[src/rtl/ttb_regs.vh]
`ifndef TTB_REGS_VH
`define TTB_REGS_VH
// ****************************************************************
// Register indices (byte address is four times the index)
// ****************************************************************
`define TTB_IDX_MODE_A     24'hff5000
`define TTB_IDX_SRC        24'hff5001
`define TTB_IDX_MODE_B     24'hff5004
`define TTB_IDX_DEST       24'hff5005
`define TTB_IDX_BLK_PAIR   24'hff5008
`define TTB_IDX_TOTAL      24'hff500a
`define TTB_IDX_ACT_EN_B   24'hffff22
`define TTB_IDX_RUN        24'hffffbc
`define TTB_IDX_SYNC       24'hffffbd
`define TTB_IDX_CLK_CLR    24'hffffc0
`define TTB_IDX_TMODE      24'hffffc1
`define TTB_IDX_PIN_FN     24'hffffc2
`define TTB_IDX_IRQ_EN     24'hffffc4
`define TTB_IDX_FLAGS      24'hffffc5
`define TTB_IDX_COUNT      24'hffffc6
`define TTB_IDX_CMP_A      24'hffffc8
// ****************************************************************
// Field positions and encodings
// ****************************************************************
`define TTB_ACT_EN_BIT     13
`define TTB_DIR_FLAG_BIT   7
`define TTB_CMP_FLAG_BIT   0
`define TTB_XMODE_BLOCK    2'b10
`define TTB_AMODE_INC      2'b10
`define TTB_AMODE_DEC      2'b11
`define TTB_SZ_BYTE        2'b00
`define TTB_SZ_WORD        2'b01
`define TTB_TMODE_NORMAL   4'h0
`define TTB_CCLR_CMP_A     3'b001
`define TTB_CKEG_FALL      2'b00
`define TTB_CKEG_RISE      2'b01
`define TTB_TPSC_DIV1      3'b000
`define TTB_TPSC_DIV4      3'b001
`define TTB_TPSC_DIV16     3'b010
`define TTB_TPSC_DIV64     3'b011
`define TTB_PIN_OFF        4'h0
// ****************************************************************
// Reset values
// ****************************************************************
`define TTB_COUNT_RESET    16'h0000
`endif

[src/rtl/ttb_block_xfer.v]
// Local design decision: register access over APB.
`timescale 1ns/10ps
`default_nettype none
`include "ttb_regs.vh"

module ttb_block_xfer #(
    parameter AW = 26
) (
    input  wire          pclk,
    input  wire          presetn,
    input  wire          psel,
    input  wire          penable,
    input  wire          pwrite,
    input  wire [AW-1:0] paddr,
    input  wire [31:0]   pwdata,
    input  wire [3:0]    pstrb,
    output reg  [31:0]   prdata,
    output reg           pready,
    output reg           pslverr,
    output reg           xfer_req,
    output reg           xfer_we,
    output reg  [23:0]   xfer_addr,
    output reg  [1:0]    xfer_size,
    output reg  [31:0]   xfer_wdata,
    input  wire [31:0]   xfer_rdata,
    input  wire          xfer_ack,
    input  wire          compare_a_pin_in,
    output reg           compare_a_pin_out,
    output reg           compare_a_pin_oe,
    output reg           channel0_compare_a_irq
);

    // ************************************************************
    // Controller states
    // ************************************************************
    localparam ST_IDLE = 2'd0;
    localparam ST_RD   = 2'd1;
    localparam ST_WR   = 2'd2;
    localparam ST_UPD  = 2'd3;

    // ************************************************************
    // Storage
    // ************************************************************
    reg  [7:0]  mode_a_q;
    reg  [7:0]  mode_b_q;
    reg  [23:0] src_q;
    reg  [23:0] dest_address_reg_q;
    reg  [15:0] block_count_pair_q;
    reg  [15:0] total_transfer_count_q;
    reg  [15:0] act_en_q;
    reg  [7:0]  run_q;
    reg  [7:0]  sync_q;
    reg  [7:0]  clk_clr_q;
    reg  [7:0]  tmode_q;
    reg  [7:0]  pin_fn_q;
    reg  [7:0]  irq_en_q;
    reg         flag_q;
    reg  [15:0] count_q;
    reg  [15:0] cmp_a_q;
    reg  [5:0]  presc_q;
    reg         cclk_q;
    reg         pin_s1_q;
    reg         pin_s2_q;
    reg         pin_s3_q;
    reg  [1:0]  st_q;
    reg  [23:0] base_q;
    reg         cpu_pass_q;

    // ************************************************************
    // Helpers
    // ************************************************************
    function [23:0] size_bytes;
        input [1:0] sz;
        begin
            if (sz == `TTB_SZ_BYTE) begin
                size_bytes = 24'h000001;
            end else if (sz == `TTB_SZ_WORD) begin
                size_bytes = 24'h000002;
            end else begin
                size_bytes = 24'h000004;
            end
        end
    endfunction

    function [23:0] step_addr;
        input [23:0] a;
        input [1:0]  m;
        input [1:0]  sz;
        begin
            if (m == `TTB_AMODE_INC) begin
                step_addr = a + size_bytes(sz);
            end else if (m == `TTB_AMODE_DEC) begin
                step_addr = a - size_bytes(sz);
            end else begin
                step_addr = a;
            end
        end
    endfunction

    // ************************************************************
    // Field views
    // ************************************************************
    wire [1:0]  transfer_mode_field     = mode_a_q[7:6];
    wire [1:0]  xsize                   = mode_a_q[5:4];
    wire [1:0]  src_mode                = mode_a_q[3:2];
    wire        per_transfer_irq_select = mode_b_q[5];
    wire        block_area_side_select  = mode_b_q[4];
    wire [1:0]  dest_addr_mode          = {mode_b_q[3], mode_b_q[2]};
    wire [7:0]  block_size_byte         = block_count_pair_q[15:8];
    wire [7:0]  in_block_counter        = block_count_pair_q[7:0];
    wire        channel0_run            = run_q[0];
    wire        channel0_sync           = sync_q[0];
    wire [2:0]  counter_clear_select    = clk_clr_q[7:5];
    wire [1:0]  count_edge_select       = clk_clr_q[4:3];
    wire [2:0]  count_clock_select      = clk_clr_q[2:0];
    wire [3:0]  timer_mode_field        = tmode_q[3:0];
    wire [3:0]  compare_a_pin_function  = pin_fn_q[3:0];
    wire        compare_a_irq_enable    = irq_en_q[0];
    wire        source_activation_enable = act_en_q[`TTB_ACT_EN_BIT];
    wire        block_mode = (transfer_mode_field == `TTB_XMODE_BLOCK);

    // ************************************************************
    // Timer count clock
    // ************************************************************
    reg cclk_d;
    always @* begin
        case (count_clock_select)
            `TTB_TPSC_DIV4:  cclk_d = presc_q[1];
            `TTB_TPSC_DIV16: cclk_d = presc_q[3];
            `TTB_TPSC_DIV64: cclk_d = presc_q[5];
            default:         cclk_d = 1'b0;
        endcase
    end

    reg tick;
    always @* begin
        if (count_clock_select == `TTB_TPSC_DIV1) begin
            tick = 1'b1;
        end else if (count_edge_select == `TTB_CKEG_FALL) begin
            tick = cclk_q & ~cclk_d;
        end else if (count_edge_select == `TTB_CKEG_RISE) begin
            tick = ~cclk_q & cclk_d;
        end else begin
            tick = cclk_q ^ cclk_d;
        end
    end

    // Only channel 0 exists, so sync has nothing to join
    wire cnt_en  = channel0_run & tick & ~channel0_sync | channel0_run & tick & channel0_sync;
    wire counting = cnt_en & (timer_mode_field == `TTB_TMODE_NORMAL);
    wire cap_mode = compare_a_pin_function[3];
    wire match    = counting & ~cap_mode & (count_q == cmp_a_q);
    wire capture  = cap_mode & pin_s2_q & ~pin_s3_q;
    wire clr_src  = counter_clear_select == `TTB_CCLR_CMP_A;

    // ************************************************************
    // Bus decode
    // ************************************************************
    wire [23:0] idx     = paddr[25:2];
    wire        setup   = psel & ~penable & ~pready;
    wire        commit  = psel & penable & pready & ~pslverr & pwrite;
    wire        full16  = pstrb[1:0] == 2'b11;
    reg  [31:0] rd_d;
    reg         hit;
    reg         wide;
    always @* begin
        rd_d = 32'h0000_0000;
        hit  = 1'b1;
        wide = 1'b0;
        case (idx)
            `TTB_IDX_MODE_A:   rd_d = {24'h000000, mode_a_q};
            `TTB_IDX_SRC:      rd_d = {8'h00, src_q};
            `TTB_IDX_MODE_B:   rd_d = {24'h000000, mode_b_q};
            `TTB_IDX_DEST:     rd_d = {8'h00, dest_address_reg_q};
            `TTB_IDX_BLK_PAIR: begin
                rd_d = {16'h0000, block_count_pair_q};
                wide = 1'b1;
            end
            `TTB_IDX_TOTAL: begin
                rd_d = {16'h0000, total_transfer_count_q};
                wide = 1'b1;
            end
            `TTB_IDX_ACT_EN_B: begin
                rd_d = {16'h0000, act_en_q};
                wide = 1'b1;
            end
            `TTB_IDX_RUN:      rd_d = {24'h000000, run_q};
            `TTB_IDX_SYNC:     rd_d = {24'h000000, sync_q};
            `TTB_IDX_CLK_CLR:  rd_d = {24'h000000, clk_clr_q};
            `TTB_IDX_TMODE:    rd_d = {24'h000000, tmode_q};
            `TTB_IDX_PIN_FN:   rd_d = {24'h000000, pin_fn_q};
            `TTB_IDX_IRQ_EN:   rd_d = {24'h000000, irq_en_q};
            // Always counting up in normal mode
            `TTB_IDX_FLAGS:    rd_d = {24'h000000, 1'b1, 6'h00, flag_q};
            `TTB_IDX_COUNT: begin
                rd_d = {16'h0000, count_q};
                wide = 1'b1;
            end
            `TTB_IDX_CMP_A: begin
                rd_d = {16'h0000, cmp_a_q};
                wide = 1'b1;
            end
            default:           hit  = 1'b0;
        endcase
    end
    // Partial writes to 16-bit registers are refused
    wire err_d = ~hit | ~paddr[AW-1] & 1'b0 | (pwrite & wide & ~full16);

    // ************************************************************
    // Controller step values
    // ************************************************************
    wire [7:0]  inblk_dec = in_block_counter - 8'h01;
    wire [15:0] total_dec = total_transfer_count_q - 16'h0001;
    wire [15:0] pair_dec  = block_count_pair_q - 16'h0001;
    wire        blk_end = block_mode ? (inblk_dec == 8'h00) : 1'b1;
    wire        fin     = block_mode ? (total_dec == 16'h0000) : (pair_dec == 16'h0000);
    wire        pending = flag_q & compare_a_irq_enable & source_activation_enable
                          & ~cpu_pass_q & (st_q == ST_IDLE);

    // ************************************************************
    // Registers, timer and controller
    // ************************************************************
    always @(posedge pclk or negedge presetn) begin
        if (!presetn) begin
            prdata                 <= 32'h0000_0000;
            pready                 <= 1'b0;
            pslverr                <= 1'b0;
            xfer_req               <= 1'b0;
            xfer_we                <= 1'b0;
            xfer_addr              <= 24'h000000;
            xfer_size              <= 2'b00;
            xfer_wdata             <= 32'h0000_0000;
            compare_a_pin_out      <= 1'b0;
            compare_a_pin_oe       <= 1'b0;
            channel0_compare_a_irq <= 1'b0;
            mode_a_q               <= 8'h00;
            mode_b_q               <= 8'h00;
            src_q                  <= 24'h000000;
            dest_address_reg_q     <= 24'h000000;
            block_count_pair_q     <= 16'h0000;
            total_transfer_count_q <= 16'h0000;
            act_en_q               <= 16'h0000;
            run_q                  <= 8'h00;
            sync_q                 <= 8'h00;
            clk_clr_q              <= 8'h00;
            tmode_q                <= 8'h00;
            pin_fn_q               <= 8'h00;
            irq_en_q               <= 8'h00;
            flag_q                 <= 1'b0;
            count_q                <= `TTB_COUNT_RESET;
            cmp_a_q                <= 16'hffff;
            presc_q                <= 6'h00;
            cclk_q                 <= 1'b0;
            pin_s1_q               <= 1'b0;
            pin_s2_q               <= 1'b0;
            pin_s3_q               <= 1'b0;
            st_q                   <= ST_IDLE;
            base_q                 <= 24'h000000;
            cpu_pass_q             <= 1'b0;
        end else begin
            presc_q  <= presc_q + 6'h01;
            cclk_q   <= cclk_d;
            pin_s1_q <= compare_a_pin_in;
            pin_s2_q <= pin_s1_q;
            pin_s3_q <= pin_s2_q;

            // APB: answer in the cycle after setup
            pready <= setup;
            if (setup) begin
                prdata  <= pwrite ? 32'h0000_0000 : rd_d;
                pslverr <= err_d;
            end else begin
                pslverr <= 1'b0;
            end
            if (commit) begin
                case (idx)
                    // Transfer information registers, the bus path that loads the counts; ST_UPD also steps them
                    `TTB_IDX_MODE_A:   mode_a_q <= pwdata[7:0];
                    `TTB_IDX_SRC:      src_q <= pwdata[23:0];
                    `TTB_IDX_MODE_B:   mode_b_q <= pwdata[7:0];
                    `TTB_IDX_DEST:     dest_address_reg_q <= pwdata[23:0];
                    `TTB_IDX_BLK_PAIR: block_count_pair_q <= pwdata[15:0];
                    `TTB_IDX_TOTAL:    total_transfer_count_q <= pwdata[15:0];
                    `TTB_IDX_ACT_EN_B: act_en_q <= pwdata[15:0];
                    `TTB_IDX_RUN:      run_q <= pwdata[7:0];
                    `TTB_IDX_SYNC:     sync_q <= pwdata[7:0];
                    `TTB_IDX_CLK_CLR:  clk_clr_q <= pwdata[7:0];
                    `TTB_IDX_TMODE:    tmode_q <= pwdata[7:0];
                    `TTB_IDX_PIN_FN: begin
                        pin_fn_q          <= pwdata[7:0];
                        compare_a_pin_out <= pwdata[2];
                    end
                    `TTB_IDX_IRQ_EN:   irq_en_q <= pwdata[7:0];
                    `TTB_IDX_FLAGS: begin
                        if (!pwdata[`TTB_CMP_FLAG_BIT]) begin
                            flag_q <= 1'b0;
                        end
                    end
                    `TTB_IDX_COUNT:    count_q <= pwdata[15:0];
                    `TTB_IDX_CMP_A:    cmp_a_q <= pwdata[15:0];
                    default: begin
                    end
                endcase
            end

            // Timer counter, compare and capture
            if (counting) begin
                if (match && clr_src) begin
                    count_q <= 16'h0000;
                end else begin
                    count_q <= count_q + 16'h0001;
                end
            end
            if (capture) begin
                cmp_a_q <= count_q;
                if (clr_src) begin
                    count_q <= 16'h0000;
                end
            end
            compare_a_pin_oe <= ~cap_mode & (compare_a_pin_function != `TTB_PIN_OFF);
            if (match && !cap_mode) begin
                case (compare_a_pin_function[1:0])
                    2'b01:   compare_a_pin_out <= 1'b0;
                    2'b10:   compare_a_pin_out <= 1'b1;
                    2'b11:   compare_a_pin_out <= ~compare_a_pin_out;
                    default: compare_a_pin_out <= compare_a_pin_out;
                endcase
            end

            // Controller
            case (st_q)
                ST_IDLE: begin
                    if (pending) begin
                        base_q    <= block_area_side_select ? src_q : dest_address_reg_q;
                        xfer_req  <= 1'b1;
                        xfer_we   <= 1'b0;
                        xfer_addr <= src_q;
                        xfer_size <= xsize;
                        st_q      <= ST_RD;
                    end
                end
                ST_RD: begin
                    if (xfer_ack) begin
                        xfer_we    <= 1'b1;
                        xfer_addr  <= dest_address_reg_q;
                        xfer_wdata <= xfer_rdata;
                        st_q       <= ST_WR;
                    end
                end
                ST_WR: begin
                    if (xfer_ack) begin
                        xfer_req <= 1'b0;
                        xfer_we  <= 1'b0;
                        st_q     <= ST_UPD;
                    end
                end
                ST_UPD: begin
                    src_q              <= step_addr(src_q, src_mode, xsize);
                    dest_address_reg_q <= step_addr(dest_address_reg_q, dest_addr_mode,
                                                    xsize);
                    if (block_mode) begin
                        total_transfer_count_q <= total_dec;
                        block_count_pair_q     <= {block_size_byte, inblk_dec};
                    end else begin
                        block_count_pair_q <= pair_dec;
                    end
                    if (block_mode && blk_end) begin
                        block_count_pair_q <= {block_size_byte, block_size_byte};
                        if (block_area_side_select) begin
                            src_q <= base_q;
                        end else begin
                            dest_address_reg_q <= base_q;
                        end
                    end
                    if (blk_end) begin
                        st_q <= ST_IDLE;
                        if (fin) begin
                            act_en_q[`TTB_ACT_EN_BIT] <= 1'b0;
                        end else if (per_transfer_irq_select) begin
                            cpu_pass_q <= 1'b1;
                        end else begin
                            flag_q <= 1'b0;
                        end
                    end else begin
                        xfer_req  <= 1'b1;
                        xfer_addr <= step_addr(src_q, src_mode, xsize);
                        st_q      <= ST_RD;
                    end
                end
                default: st_q <= ST_IDLE;
            endcase

            // Hardware set wins over any clear in the same cycle
            if (match || capture) begin
                flag_q <= 1'b1;
            end
            if (!flag_q) begin
                cpu_pass_q <= 1'b0;
            end
            // Enable is already low when the end-of-transfer request reaches the CPU; a per_transfer_irq_select request keeps it high
            channel0_compare_a_irq <= flag_q & compare_a_irq_enable
                                      & (~source_activation_enable | cpu_pass_q);
        end
    end

endmodule // ttb_block_xfer
`default_nettype wire

[config.mk]
export PLATFORM = sky130hd
export DESIGN_NAME = ttb_block_xfer
export DESIGN_NICKNAME = d
export VERILOG_FILES = /design/src/rtl/ttb_block_xfer.v
export VERILOG_INCLUDE_DIRS = /design/src /design/src/rtl
export SDC_FILE = /design/constraint.sdc
export NUM_CORES = 1
export LEC_CHECK = 0
export BUFFER_PORTS_ARGS = -buffer_cell sky130_fd_sc_hd__buf_2
export CORE_UTILIZATION = 35
export DETAILED_ROUTE_END_ITERATION = 8
export GPL_TIMING_DRIVEN = 0
export PLACE_DENSITY = 0.56
export SKIP_CTS_REPAIR_TIMING = 1
export SLEW_MARGIN = 20
export SYNTH_ARGS = -nofsm -noshare
export SYNTH_HDL_FRONTEND = slang
export SYNTH_SLANG_ARGS = --single-unit
[constraint.sdc]
create_clock -name pclk -period 5.3 [get_ports pclk]
set_input_delay 1.06 -clock pclk [delete_from_list [all_inputs] [get_ports pclk]]
set_output_delay 1.06 -clock pclk [all_outputs]
set_load 0.005 [all_outputs]
======== Yosys cells after proc, flatten, opt, wreduce, memory -nomap -nowiden ========
Index checks and enable logic that the tools add are counted.
word-level totals
  bits in read-only memories .............. 0
  input bits .............................. 101
  flip-flop bits (word level) ............. 327
  logic and storage cells ................. 284
  memory bits (writable) .................. 0
  output and inout bits ................... 97
  latch bits .............................. 0
  memories kept ........................... 0
operators by class
  add/subtract/negate cells ............... 11
  equal/unequal tests ..................... 46
  reductions and logical operators ........ 49
  multiply operators ...................... 0
  shift operators ......................... 0
  bitwise logic cells ..................... 41
  magnitude comparators ................... 0
  mux-type cells .......................... 100
  divide/modulo/power cells ............... 0
operator list
  operator                                                              count
  24-bit two-way mux                                                    35
  24-bit equality test, second input constant                           16
  24-bit case mux with 16 select lines                                  1
  16-bit two-way mux                                                    18
  24-bit adder                                                          3
  24-bit case mux with 3 select lines                                   1
  24-bit subtractor                                                     3
  1-bit two-way mux                                                     33
  16-bit zero test                                                      2
  32-bit two-way mux                                                    1
  16-bit by 1-bit subtractor with 16-bit output, second input constant  2
  2-bit AND reduction                                                   15
  14-bit two-way mux                                                    2
  1-bit AND                                                             24
  2-bit equality test, second input constant                            10
  4-bit AND reduction                                                   5
  16-bit by 1-bit adder with 16-bit output, second input constant       1
  16-bit equality test                                                  1
  2-bit != test, second input constant                                  8
  2-bit nonzero test                                                    8
  16-bit OR reduction                                                   1
  1-bit NOT                                                             13
  1-bit case mux with 3 select lines                                    4
  3-bit nonzero test                                                    3
  other kinds (22)                                                      37

======== Logic depth before layout (Yosys ltp) ========
  word-level depth ........................ 17
  gate-level depth with buffers ........... 13
  mapped depth without buffers ............ 12

======== Worst setup path after synthesis ========
OpenSTA, ideal clock, no wires.
  path kind ............................... in2reg
  start point ............................. in paddr[2]
  end point ............................... reg act_en_q[10]
  library setup time ...................... 0.125 ns
  data arrival time ....................... 3.188 ns
  required time ........................... 5.175 ns
  setup slack ............................. 1.987 ns
  path buffers ............................ 3
  cell stages on the path ................. 8
  path through ............................ buf_2 > nor4b_4 > nand2_1 > nor4_2 > and2_1 > buf_2 > buf_2 > mux2_2
between the ends
  cells in the longest elaborated chain, start to end .. 2
ends and longest elaborated chain
  what                           RTL line              text
  from (decl)                    ttb_block_xfer.v:14   input wire [AW-1:0] paddr,
  24-bit equality test           ttb_block_xfer.v:276  case (idx)
  2-bit AND reduction (no line)  --
  to (signal assigned)           ttb_block_xfer.v:284  `TTB_IDX_ACT_EN_B: act_en_q <= pwdata[15:0];
  to (decl)                      ttb_block_xfer.v:50   reg [15:0] act_en_q;
Every way passes these cells.
A chain may end at the register's enable or synchronous reset.

======== Worst setup path in the final report ========
  start point ............................. in paddr[19]
  end point ............................... reg src_q[20]
between the ends
  cells in the longest elaborated chain, start to end .. 3
ends and longest elaborated chain
  what                           RTL line              text
  24-bit equality test           ttb_block_xfer.v:276
  2-bit nonzero test (no line)   --
  2-bit AND reduction (no line)  --
  to (signal assigned)           ttb_block_xfer.v:279  `TTB_IDX_SRC: src_q <= pwdata[23:0];
  to (signal assigned)           ttb_block_xfer.v:358  src_q <= step_addr(src_q, src_mode, xsize);
  to (signal assigned)           ttb_block_xfer.v:370  src_q <= base_q;
  to (decl)                      ttb_block_xfer.v:46   reg [23:0] src_q;
Every way passes these cells.

==> out/metrics.yaml <==
synth:
  synth_area_leaders: "dfrtp_1, mux2_2, nand2_1, mux2i_1, nor2_1"
  synthFlopType: "dfrtp_1"
  synth_cell_types: 92
  syn_avg_cell_area_um2: 9.099
  async_reset_ff_frac: 1.000
  synth_area_mm2: 0.01934
  synth_edf_count: 0
  synthCells: 2126
  synth_largest_area_cell: "dfrtp_1"
  ys_seq_area_frac: 0.4137
  synth_seq_cells: 319
  yosys_warnings: 0
  yosysTopAreaCellShare: 0.3920
clock_network:
  htreeDepth: 2
  cts_buffer_depth: 3
  cts-buffers-inserted: 40
  clock_latency_ns: 0.61
  clock_tree.root_cell: "clkbuf_16"
  tritoncts: "done"
  clk_pin_slew_ns: 0.06
  cts.sinks: 319
setup_path:
  arrival_ns: 4.73
  cp_slowest_stage_delay_ns: 0.92
  crit_chain: "buf_2, nand4_1, nor3_1, nand2_1, nor3_1, clkbuf_1, mux2_2, o22ai_1, nor2_1"
  rr_startpoint: "mode_a_q[5]"
  crit_family: "simple AND/OR/NAND/NOR gates"
  cpMostUsedCell: "nor3_1"
  cp.buffers_inverters: 2
  cp-end-kind: "register"
  cp-startpoint: "paddr[19]"
  path_class: "in -> reg"
  crit_fanout: 10
  crit_slowest_cell: "nor3_1"
  cp.required_ns: 5.76
  cp-start-kind: "primary input"
final_layout:
  utilization: 0.4165
  syn_to_final_growth_pct: 16.79
  n_antenna_cell: 0
  fill_cells: 5497
  instances_no_fill: 3080
  nNetsFinal: 2486
  drive_above_1_share: 0.1900
placed_design:
  place_ws_ns: 0.6520
  placed_cells: 3008
  io_buffers: 175
  hpwl_um: 57880
  gp_congestion: 0.9499
power:
  p_comb_frac: 0.316
  p_leak_uw: 0.009599
  vdd_drop_max_mv: 0.2067
  p_seq_frac: 0.348
  powerDensity_mw_per_mm2: 380.3
  switchingPower_uw: 3164
  power.total_uw: 8592
  power_frac_clock: 0.336
  p_int_uw: 5428
  switching_share: 0.3683
die:
  die_area_mm2: 0.05621
  core_region_area_mm2: 0.05424
  die_w_um: 237.1
  fp.dieH_um: 237.1
  start_util: 0.3566
  io_pins: 198
  rows: 85
timing:
  setup_viol: 0
  rsz0062_at_grt: "no"
  worst_slew_pin_slew_ns: 1.145
  fin_tns_setup_ns: 0
  max_freq_ghz: 0.2346
  period_minus_slack_ns: 4.263
  finalMaxSlewViolations: 0
  max_slew_margin: 0.2348
  finalHoldViolations: 0
  setup_ws_ns: 1.037
  finClkSkew_ns: 0.04389
  final_min_period_over_clock_period: 0.8043
global_routing:
  grt_start_max_net_pins: 93
  grt_pass1_wl_um: 116700
  antenna_found_initial: 1
  grt_pass1_vias: 18342
  groute.usage.overall: 0.2761
  overflow: 0
hold_path:
  min_path_type: "reg -> reg"
  min_from: "pin_s1_q"
routing:
  drcViolationCount: 0
  avgViaCountPerCell: 6.018
  wl_per_cell_um: 25.48
  routed_wl_um: 78470
  firstDrtPassIters: 8
  vias: 18534
  ant_nets: 0
  drt_iter0_markers: 2098
flow_run:
  maxCapViolations: 0
outcome:
  status: "complete, no violations"
[kinds of logic after synthesis]
| family | count (synthesis) | synth area share |
|---|---|---|
| fa+ha+maj | 31 | 0.02160 |
| mux | 191 | 0.1069 |
| buf+inv | 228 | 0.05045 |
| flops | 319 | 0.4137 |
| simple gates | 770 | 0.1942 |
| other cells | 1 | 0.0001939 |
| xor+xnor | 76 | 0.03441 |
| compound gates | 510 | 0.1785 |
[power groups by stage]
stage / clock network (uW) / logic (uW) / registers, uW
6_report: 2890 / 2710 / 2990
5_1_grt: 3030 / 2920 / 3030
4_1_cts: 2930 / 2680 / 2990
3_5_place_dp: 0 / 2670 / 3030
3_3_place_gp: 0 / 2630 / 3020
2_1_floorplan: 0 / 1560 / 3000
[cells in the final DEF, fill, tap and decap left out, drive strengths merged, types with 16 or more instances in the layout]
master,instances
dfrtp,303
nand2,288
buf,227
clkbuf,196
nor2,177
mux2,125
o21ai,112
a21oi,93
mux2i,66
a22oi,66
nor3,55
a31oi,51
xor2,45
and3,45
inv,43
nand3,42
xnor2,31
ha,27
nand4,25
a222oi,23
o22ai,22
nor4,22
a211oi,16
dfstp,16
[worst reg2reg max path, cell delays in order, from the launching register on]
cell,delay [ns]
dfrtp_1,0.56
inv_1,0.21
nand2_1,0.25
ha_1,0.29
nor2b_1,0.14
o21ai_0,0.78
nand4_1,0.30
o31ai_1,0.79
o21bai_1,0.13
a222oi_1,0.30
a21oi_1,0.12
[flip-flops by register name, summed over array words and instances (netlist names), 24 cells and up]
signal              flops
prdata                 24
xfer_wdata             32
xfer_addr              24
dest_address_reg_q     24
base_q                 24
src_q                  24
[through the flow]
stage | area [um2] | hold WS, ns
after global placement | 21120 | 0.3332
after CTS | 22590 | 0.3496
final | 22590 | 0.3522
after floorplan | 19370 | 0.3312
after global routing | 22590 | 0.3553
after detailed placement | 21220 | 0.3372
[path summary, 6_finish.rpt]
path	to	slack, ns	depth (start not counted)
max	src_q[20]	1.04	9
min	pin_s2_q	0.35	0
max reg2reg	xfer_addr[19]	1.29	10
min reg2reg	pin_s2_q	0.35	0
max in group asynchronous	xfer_wdata[2]	3.65	3
min in group asynchronous	prdata[19]	0.42	1
[cell type report]
cell class | count | area [um2] | area share
multi-input combinational | 1586 | 10400 | 0.4602
sequential | 319 | 8003 | 0.3542
clock buffer | 58 | 1169 | 0.05173
timing repair buffer | 179 | 973.4 | 0.04309
tap | 696 | 870.8 | 0.03855
buffer | 186 | 818.3 | 0.03622
clock inverter | 14 | 202.7 | 0.008972
inverter | 42 | 157.7 | 0.006978
[layer usage]
metal | GRT usage | wire [um] | vias to the layer above
li1 | - | - | 8186
met1 | 0.3545 | 31750 | 9307
met2 | 0.4564 | 37490 | 848
met3 | 0.04302 | 5637 | 193
met4 | 0.1269 | 3595 | 0
met5 | 0 | 0 | -
[synthesized netlist by cell type, types with 18 or more instances]
master    instances
dfrtp_1         303
nand2_1         287
nor2_1          176
clkbuf_1        137
mux2_2          125
o21ai_0         108
a21oi_1          92
a22oi_1          66
mux2i_1          66
nor3_1           52
a31oi_1          50
xor2_1           45
and3_1           44
inv_1            41
nand3_1          41
xnor2_1          31
ha_1             27
nand4_1          25
a222oi_1         23
o22ai_1          22
nor4_1           20
buf_2            18
No activity file was read; power rests on OpenSTA's default activity.
